<file path="config.mk">
export PLATFORM = sky130hd
export DESIGN_NAME = ebp_io_port
export DESIGN_NICKNAME = d
export VERILOG_FILES = /design/src/ebp_pkg.sv /design/src/ebp_io_port.sv
export VERILOG_INCLUDE_DIRS = /design/src
export SDC_FILE = /design/constraint.sdc
export NUM_CORES = 1
export LEC_CHECK = 0
export BUFFER_PORTS_ARGS = -buffer_cell sky130_fd_sc_hd__buf_4
export CORE_MARGIN = 1.5
export CORE_UTILIZATION = 47
export CTS_BUF_LIST = sky130_fd_sc_hd__clkbuf_16
export DETAILED_ROUTE_END_ITERATION = 8
export GPL_ROUTABILITY_DRIVEN = 0
export PLACE_DENSITY_LB_ADDON = 0.25
export SKIP_CTS_REPAIR_TIMING = 1
export SYNTH_ARGS = -nofsm -noshare
export SYNTH_HDL_FRONTEND = slang
export SYNTH_SLANG_ARGS = --single-unit
</file>
<file path="constraint.sdc">
create_clock -name sys_clk -period 1.75 [get_ports sys_clk]
set_input_delay 0.175 -clock sys_clk [delete_from_list [all_inputs] [get_ports sys_clk]]
set_output_delay 0.175 -clock sys_clk [all_outputs]
set_load 0.05 [all_outputs]
</file>
<file path="src/ebp_defs.svh">
/*
 * Offsets, field positions, reset values and widths of the eight-bit I/O port.
 * Assumes it is included by bare name before the package and the port module.
 */
`ifndef EBP_DEFS_SVH
`define EBP_DEFS_SVH

// ************************************************************
// register indices (byte address is four times the index)
// ************************************************************
`define EBP_IDX_PIN_DATA 8'h07
`define EBP_IDX_DIRECTION 8'h87
`define EBP_IDX_BIT_SET 8'h10
`define EBP_IDX_BIT_CLEAR 8'h11

// ************************************************************
// widths and reset values
// ************************************************************
`define EBP_PORT_W 8
`define EBP_ADDR_W 10
`define EBP_DATA_W 32
`define EBP_DIR_RESET 8'hff
`define EBP_LATCH_POR 8'h00
`define EBP_LANE0 0

`endif

</file>
<file path="src/ebp_pkg.sv">
/*
 * Types shared by the eight-bit I/O port: controller states, register select
 * and the captured bus request. Assumes ebp_defs.svh is on the include path.
 */
`default_nettype none

`include "ebp_defs.svh"

package ebp_pkg;

    typedef enum logic {
        EBP_IDLE,
        EBP_ACK
    } ebp_state_e;

    typedef enum logic [2:0] {
        EBP_SEL_NONE,
        EBP_SEL_DATA,
        EBP_SEL_DIR,
        EBP_SEL_SET,
        EBP_SEL_CLEAR
    } ebp_sel_e;

    typedef struct packed {
        ebp_sel_e sel;
        logic we;
        logic be0;
        logic [`EBP_PORT_W-1:0] wdata;
    } ebp_req_s;

    localparam ebp_req_s EBP_REQ_IDLE = '{
        sel: EBP_SEL_NONE,
        we: 1'b0,
        be0: 1'b0,
        wdata: '0
    };

endpackage

`default_nettype wire
</file>
<file path="src/ebp_io_port.sv">
/*
 * Eight-bit bidirectional I/O port with per-bit direction, reached over an
 * Avalon-MM slave with waitrequest. Assumes pin inputs synchronous to sys_clk,
 * and a board-level tri-state buffer built from pin_out and pin_oe.
 */
`default_nettype none

`include "ebp_defs.svh"

module ebp_io_port #(
    parameter int PORT_W = `EBP_PORT_W
) (
    input wire logic sys_clk,
    input wire logic rst_n,
    input wire logic other_reset,
    input wire logic [`EBP_ADDR_W-1:0] avs_address,
    input wire logic avs_read,
    input wire logic avs_write,
    input wire logic [`EBP_DATA_W-1:0] avs_writedata,
    input wire logic [3:0] avs_byteenable,
    output logic [`EBP_DATA_W-1:0] avs_readdata,
    output logic avs_waitrequest,
    input wire logic [PORT_W-1:0] pin_in,
    output logic [PORT_W-1:0] pin_out,
    output logic [PORT_W-1:0] pin_oe
);
    import ebp_pkg::*;

    // ************************************************************
    // elaboration checks
    // ************************************************************
    // the port sits in byte lane 0 of the bus word
    if (PORT_W < 1 || PORT_W > `EBP_PORT_W) begin : g_bad_width
        $error("port width must be 1 to 8");
    end

    localparam logic [`EBP_PORT_W-1:0] DIR_RST8 = `EBP_DIR_RESET;
    localparam logic [`EBP_PORT_W-1:0] POR8 = `EBP_LATCH_POR;
    localparam logic [PORT_W-1:0] DIR_RST = DIR_RST8[PORT_W-1:0];
    localparam logic [PORT_W-1:0] LATCH_POR = POR8[PORT_W-1:0];
    localparam logic [`EBP_ADDR_W-1:0] A_DATA = {`EBP_IDX_PIN_DATA, 2'b00};
    localparam logic [`EBP_ADDR_W-1:0] A_DIR = {`EBP_IDX_DIRECTION, 2'b00};
    localparam logic [`EBP_ADDR_W-1:0] A_SET = {`EBP_IDX_BIT_SET, 2'b00};
    localparam logic [`EBP_ADDR_W-1:0] A_CLR = {`EBP_IDX_BIT_CLEAR, 2'b00};

    function automatic ebp_sel_e decode(input logic [`EBP_ADDR_W-1:0] a);
        ebp_sel_e s;
        case (a)
            A_DATA: s = EBP_SEL_DATA;
            A_DIR: s = EBP_SEL_DIR;
            A_SET: s = EBP_SEL_SET;
            A_CLR: s = EBP_SEL_CLEAR;
            default: s = EBP_SEL_NONE;
        endcase
        return s;
    endfunction

    // ************************************************************
    // bus access controller
    // ************************************************************
    ebp_state_e st_q, st_d;
    ebp_req_s req_q, req_d;
    logic [PORT_W-1:0] smp_q, smp_d;
    logic [PORT_W-1:0] rdata_q, rdata_d;
    logic [PORT_W-1:0] latch_q, latch_d;
    logic [PORT_W-1:0] dir_q, dir_d;
    ebp_sel_e sel_now;
    logic [PORT_W-1:0] wd;

    assign sel_now = decode(avs_address);

    always_comb begin
        st_d = st_q;
        req_d = req_q;
        smp_d = smp_q;
        rdata_d = rdata_q;
        case (st_q)
            EBP_IDLE: begin
                if (avs_read || avs_write) begin
                    st_d = EBP_ACK;
                    req_d.sel = sel_now;
                    req_d.we = avs_write;
                    req_d.be0 = avs_byteenable[`EBP_LANE0];
                    req_d.wdata = avs_writedata[`EBP_PORT_W-1:0];
                    // pins caught at the start of the access
                    smp_d = pin_in;
                    if (avs_read && sel_now == EBP_SEL_DATA) begin
                        rdata_d = pin_in;
                    end else if (avs_read && sel_now == EBP_SEL_DIR) begin
                        rdata_d = dir_q;
                    end else begin
                        rdata_d = '0;
                    end
                end
            end
            EBP_ACK: begin
                st_d = EBP_IDLE;
            end
            default: begin
                st_d = EBP_IDLE;
            end
        endcase
    end

    always_ff @(posedge sys_clk or negedge rst_n) begin
        if (!rst_n) begin
            st_q <= EBP_IDLE;
            req_q <= EBP_REQ_IDLE;
            smp_q <= '0;
            rdata_q <= '0;
        end else begin
            st_q <= st_d;
            req_q <= req_d;
            smp_q <= smp_d;
            rdata_q <= rdata_d;
        end
    end

    // ************************************************************
    // output latch and direction
    // ************************************************************
    // set, clear and lane-off data writes build the latch from sampled pins, never from its old value, so an
    // input bit picks up whatever level the board shows at the time
    assign wd = req_q.wdata[PORT_W-1:0];

    always_comb begin
        latch_d = latch_q;
        dir_d = dir_q;
        if (st_q == EBP_ACK && req_q.we) begin
            case (req_q.sel)
                EBP_SEL_DATA: begin
                    latch_d = req_q.be0 ? wd : smp_q;
                end
                EBP_SEL_SET: begin
                    latch_d = req_q.be0 ? (smp_q | wd) : smp_q;
                end
                EBP_SEL_CLEAR: begin
                    latch_d = req_q.be0 ? (smp_q & ~wd) : smp_q;
                end
                EBP_SEL_DIR: begin
                    if (req_q.be0) begin
                        dir_d = wd;
                    end
                end
                default: begin
                    latch_d = latch_q;
                end
            endcase
        end
        // warm reset wins over a direction write; latch left alone
        if (other_reset) begin
            dir_d = DIR_RST;
        end
    end

    // no real unknown at power-on: a fixed pattern stands in for it
    always_ff @(posedge sys_clk or negedge rst_n) begin
        if (!rst_n) begin
            latch_q <= LATCH_POR;
            dir_q <= DIR_RST;
        end else begin
            latch_q <= latch_d;
            dir_q <= dir_d;
        end
    end

    // ************************************************************
    // outputs
    // ************************************************************
    assign pin_oe = ~dir_q;
    assign pin_out = latch_q;
    assign avs_readdata = `EBP_DATA_W'(rdata_q);
    assign avs_waitrequest = (st_q != EBP_ACK);
endmodule

`default_nettype wire

</file>
==> run_results.csv, run 1 <==
group,metric,value,unit
status,status,"complete, no violations",
placed_design,dp.final_hpwl,4.076,mm
timing,worst_clock_skew,4.382,ps
layout,diodes,0,
timing,rsz0062_at_grt,"false",
floorplanning,initial_core_util,48.40,%
clock_network,cts_tree,"yes",
layout,mostFrequentLayoutCell,"sky130_fd_sc_hd__nand2_1",
global_routing,gr-usage-all-layers,20.77,%
worst_setup_path,endpoint_kind,"register",
worst_setup_path,cp.required,1950,ps
synth,synthCells,274,
clock_network,insertion_delay,280,ps
detailed_routing,initial_drc_count,103,
detailed_routing,detailed_route_wire_length_per_cell,13.83,um
global_routing,grt_max_degree,47,
global_routing,number_of_global_route_vias_before_repair,1787,
synth,synth_top_flop_cell,"sky130_fd_sc_hd__dfrtp_1",
synth,synth_warnings,0,
detailed_routing,routed_wirelength,5.589,mm
timing,timing_hold_violations_final,0,
worst_setup_path,worst_r2r_startpoint,"req_q[12]",
floorplanning,die_footprint,5669,um^2
layout,layoutNonFillerInstCount,404,
synth,synth_top_cells_by_area,"sky130_fd_sc_hd__dfrtp_1 (39%), sky130_fd_sc_hd__nand2_1 (11%), sky130_fd_sc_hd__dfstp_2 (8.6%)",
worst_setup_path,timing_worst_setup_path_type,"reg2reg",
worst_setup_path,ff2ff_setup_slack,150,ps
worst_setup_path,rr_endpoint,"pin_out[4]",
floorplanning,rows,26,
hold_path,timing.hold.worst.class,"in2reg",
synth,ys_async_sr_fraction,100.0,%
detailed_routing,final_antenna_net_count,0,
timing,tns,0,ps
hold_path,min_delay_worst_endpoint,"wd[3]",
clock_network,clock_tree.root_cell,"sky130_fd_sc_hd__clkbuf_16",
global_routing,grt_first_pass_wirelength,8.804,mm
floorplanning,chipHeight,75.29,um
synth,postSynthAreaPerCell,8.964,um^2
layout,area.growth.synth_to_final,22.52,%
placed_design,number_of_placed_cells_counting_well_taps,395,
timing,worst_slew_pin_slew,571.4,ps
detailed_routing,drc,0,
layout,nets,392,
detailed_routing,drt-vias-per-instance,5.084,
worst_setup_path,r2r_cells,5,
timing,final.period_utilization,91.20,%
pwr,power,2.675,mW
clock_network,clock_sinks,46,
clock_network,cts-root-to-sink-buffers,2,
synth,sequential_cell_area_fraction_in_the_yosys_report,47.27,%
hold_path,timing.hold.worst_path_depth,3,
clock_network,clkSlewWorstSetupHoldPaths,60,ps
global_routing,gr-total-overflow,0,
timing,achievable-frequency,626.6,MHz
floorplanning,io_pins,108,
synth,synth_enable_flop_cells,0,
synth,mappedNetlistArea,2456,um^2
timing,hold_slack,76.74,ps
synth,synth_cell_type_count,36,
pwr,cellPowerDensity,889.0,nW/um^2
synth,synth_largest_type_area_fraction,38.72,%
worst_setup_path,critical_path_arrival,1800,ps
worst_setup_path,worst-path-max-fanout,11,
timing,layout_min_cycle_time,1596,ps
timing,timing_max_transition_violations_final,0,
layout,num-fill-cells,493,
layout,layout.cells.most_common_list,"sky130_fd_sc_hd__nand2_1 (72), sky130_fd_sc_hd__buf_4 (68), sky130_fd_sc_hd__dfrtp_1 (37), sky130_fd_sc_hd__conb_1 (24), sky130_fd_sc_hd__nor2_1 (22)",
detailed_routing,dr_total_vias,2054,
timing,worst_slew_margin_rel,61.90,%
global_routing,initial_antenna_violation_count,0,
placed_design,port_buffers,56,
synth,synth_area_leader_cell,"sky130_fd_sc_hd__dfrtp_1",
pwr,irDropWorstVdd,0.0005652,V
pwr,p_leak,1.480,nW
clock_network,cts-htree-levels,2,
synth,ff_latch_count_synth,46,
layout,drive_gt1_share,28.44,%
worst_setup_path,worstSetupStartpointType,"register",
detailed_routing,count_of_tritonroute_iterations_in_the_first_routing_pass,4,
hold_path,hp-start,"avs_writedata[3]",
floorplanning,die_w,75.29,um
flow_run,drv_cap,0,
clock_network,numCtsBuffers,5,
floorplanning,design.core.area,5075,um^2
timing,setup_viol_count_final,0,
worst max-delay path by stage:
stage / startpoint / end / slack [ps] / cells past startpoint
floorplan: st_q / req_q[10] / 160 / 4
global placement: req_q[12] / pin_out[6] / 130 / 5
detailed placement: req_q[12] / pin_out[6] / 110 / 5
CTS: req_q[12] / pin_out[6] / 100 / 5
global route: req_q[12] / pin_out[2] / 50 / 5
finish: req_q[12] / pin_out[4] / 150 / 5
critical path, stage by stage, from the launching register on:
cell and delay [ps]:
sky130_fd_sc_hd__dfrtp_2 410, sky130_fd_sc_hd__or3b_1 430, sky130_fd_sc_hd__a21oi_4 290, sky130_fd_sc_hd__buf_4 200, sky130_fd_sc_hd__nor2_1 50, sky130_fd_sc_hd__a41oi_2 130
Yosys cell counts (all sizes together) (7+ instances only):
library cell and number:
nor3b 8, dfstp 8, dfrtp 38, o311ai 8, o21ai 17, nand4 8, nor2 22, a21oi 13
buf 32, clkbuf 7, nand2 72, inv 10, a211o 8
layout make-up:
| type | count | area (um^2) | area share, % |
|---|---|---|---|
| clock inverter | 3 | 16.27 | 0.5405 |
| sequential | 46 | 1162 | 38.63 |
| timing repair buffer | 69 | 520.5 | 17.30 |
| inverter | 11 | 41.29 | 1.372 |
| multi-input combinational | 200 | 1056 | 35.09 |
| clock buffer | 5 | 125.1 | 4.158 |
| tap | 70 | 87.58 | 2.911 |
routing by layer:
metal  vias up  share of wire, %  track usage [%]
li1       1004                 -                -
met1       968                44            29.30
met2        78                49            33.33
met3         4               5.4            3.704
met4         0              0.86            5.556
met5         -                 0                0
power breakdown:
group,switching [mW],internal (mW)
Clock,0.386,0.521
Sequential,0.0904,1.15
Combinational,0.364,0.161
through the flow:
stage / util [%] / setup slack [ps] / area [um^2]
finish: 59.29 / 154.0 / 3009
global route: 59.29 / 52.56 / 3009
CTS: 59.07 / 104.1 / 2998
detailed placement: 56.29 / 114.4 / 2856
global placement: 56.29 / 134.5 / 2856
floorplan: - / 158.2 / 2542
cell families after synthesis:
group / Yosys count / share of synthesized area [%]
buf+inv: 51 / 13.40
compound gates: 54 / 15.74
simple gates: 121 / 22.98
mux: 1 / 0.4584
flops: 46 / 47.27
other cells: 1 / 0.1527
flip-flops by register name, indices dropped and copies added, names as in the netlist:
signal,count
st_q,1
pin_out,8
smp_q,8
dir_q,8
rdata_q,8
wd,8
req_q,5
Power figures use the tool's default switching activity.
==> run 2: changes to the inputs <==
Clock period 1.75 ns to 1.6 ns, I/O delays scaled along.
==> run_results.csv, run 2 (synthesized netlist as in run 1, its figures left out) <==
group,metric,value,unit
status,status,"complete, no violations",
layout,multiInputGateArea,1085,um^2
timing,final.period_utilization,96.31,%
worst_setup_path,crit_chain,"or3b_4 > a21oi_4 > buf_12 > buf_6 > and3_2 > a21oi_1",
floorplanning,initial_core_util,48.40,%
placed_design,dp.final_hpwl,4.098,mm
hold_path,timing.hold.worst_path_depth,3,
clock_network,clock_tree.root_cell,"sky130_fd_sc_hd__clkbuf_16",
layout,reg_area,1161,um^2
flow_run,drv_cap,0,
layout,mostFrequentLayoutCell,"sky130_fd_sc_hd__nand2_1",
clock_network,insertion_delay,290,ps
worst_setup_path,setup.worst_path.start,"req_q[11]",
clock_network,cts_tree,"yes",
pwr,irDropWorstVdd,0.0005685,V
timing,achievable-frequency,648.9,MHz
global_routing,gr-usage-all-layers,21.25,%
clock_network,cts-root-to-sink-buffers,2,
placed_design,port_buffers,56,
placed_design,number_of_placed_cells_counting_well_taps,397,
worst_setup_path,ff2ff_setup_slack,60,ps
detailed_routing,count_of_tritonroute_iterations_in_the_first_routing_pass,4,
detailed_routing,routed_wirelength,5.735,mm
layout,drive_gt1_share,31.47,%
detailed_routing,final_antenna_net_count,0,
placed_design,dpl_cell_area,2884,um^2
floorplanning,die_w,75.29,um
worst_setup_path,rr_endpoint,"pin_out[7]",
timing,hold_slack,61.96,ps
timing,worst_slew_margin_rel,61.19,%
timing,worst_clock_skew,3.726,ps
layout,nets,398,
global_routing,grt_first_pass_wirelength,8.845,mm
worst_setup_path,timing_worst_setup_path_type,"reg2reg",
worst_setup_path,worst_r2r_startpoint,"req_q[11]",
layout,diodes,0,
timing,setup_viol_count_final,0,
hold_path,timing.hold.worst.class,"in2reg",
worst_setup_path,r2r_cells,6,
worst_setup_path,critical_path.max_stage_delay,430,ps
clock_network,cts-htree-levels,2,
layout,layout_cell_area_excl_fill,3151,um^2
global_routing,initial_antenna_violation_count,0,
detailed_routing,initial_drc_count,168,
layout,layout.cells.most_common_list,"sky130_fd_sc_hd__nand2_1 (72), sky130_fd_sc_hd__buf_4 (68), sky130_fd_sc_hd__dfrtp_1 (38), sky130_fd_sc_hd__conb_1 (24), sky130_fd_sc_hd__nor2_1 (19)",
hold_path,min_delay_worst_endpoint,"wd[5]",
timing,timing_max_transition_violations_final,0,
worst_setup_path,endpoint_kind,"register",
global_routing,gr-total-overflow,0,
layout,num-fill-cells,473,
floorplanning,io_pins,108,
global_routing,grt_max_degree,47,
detailed_routing,dr_total_vias,2053,
floorplanning,chipHeight,75.29,um
worst_setup_path,cp.required,1780,ps
pwr,cellPowerDensity,989.8,nW/um^2
timing,rsz0062_at_grt,"true",
layout,area.growth.synth_to_final,28.27,%
detailed_routing,detailed_route_wire_length_per_cell,13.99,um
global_routing,number_of_global_route_vias_before_repair,1739,
clock_network,clock_sinks,46,
layout,layoutNonFillerInstCount,410,
timing,layout_min_cycle_time,1541,ps
hold_path,hp-start,"avs_writedata[5]",
clock_network,numCtsBuffers,5,
worst_setup_path,worstSetupStartpointType,"register",
worst_setup_path,worst-path-max-fanout,8,
layout,finish.utilization,62.08,%
clock_network,clkSlewWorstSetupHoldPaths,60,ps
floorplanning,rows,26,
worst_setup_path,slowest_stage,"sky130_fd_sc_hd__or3b_4",
detailed_routing,drc,0,
floorplanning,die_footprint,5669,um^2
detailed_routing,drt-vias-per-instance,5.007,
pwr,p_leak,1.538,nW
timing,worst_slew_pin_slew,582.2,ps
floorplanning,design.core.area,5075,um^2
worst_setup_path,critical_path_arrival,1720,ps
timing,timing_hold_violations_final,0,
==> run 2: layout make-up <==
cell class,instances,area share (%)
well taps,70,2.780
flip-flops and latches,46,36.85
clock inverters,3,1.430
repair buffers,75,19.22
clock buffers,5,3.971
multi-input cells,200,34.43
inverters,11,1.311
==> run 2: worst max-delay path by stage <==
stage / cells after the start / slack (ps) / endpoint
finish: 6 / 60 / pin_out[7]
global route: 5 / -20 / pin_out[5]
CTS: 5 / 10 / pin_out[6]
detailed placement: 5 / 20 / pin_out[6]
global placement: 5 / 70 / pin_out[2]
floorplan: 4 / 8 / req_q[10]
==> run 2: worst max-delay path, delay by kind of cell (launching register included) <==
family	cells	cell delay (ps)
AO/OA/AOI/OAI	2	240
buffers and inverters	2	230
flip-flops	1	400
AND/OR/NAND/NOR	2	580
==> run 2: report_power, final <==
group / switching, mW / total (mW) / internal (mW)
combinational: 0.402 / 0.581 / 0.180
sequential: 0.0993 / 1.36 / 1.26
clock: 0.441 / 1.18 / 0.736
total: 0.942 / 3.12 / 2.18
==> run 2: per-stage QoR <==
stage	total power, mW	worst slack (ps)	TNS (ps)
detailed placement	1.948	24.29	0
CTS	3.122	10.05	0
global route	3.254	-17.08	-38.22
floorplan	1.779	8.240	0
finish	3.118	58.97	0
global placement	1.931	66.87	0
==> run 2: layer usage <==
| layer | share of wire [%] | vias to the layer above | track usage (%) |
|---|---|---|---|
| li1 | - | 1013 | - |
| met1 | 43 | 978 | 29.85 |
| met2 | 50 | 57 | 33.33 |
| met3 | 6.5 | 5 | 4.762 |
| met4 | 0.99 | 0 | 5.952 |
| met5 | 0 | - | 0 |
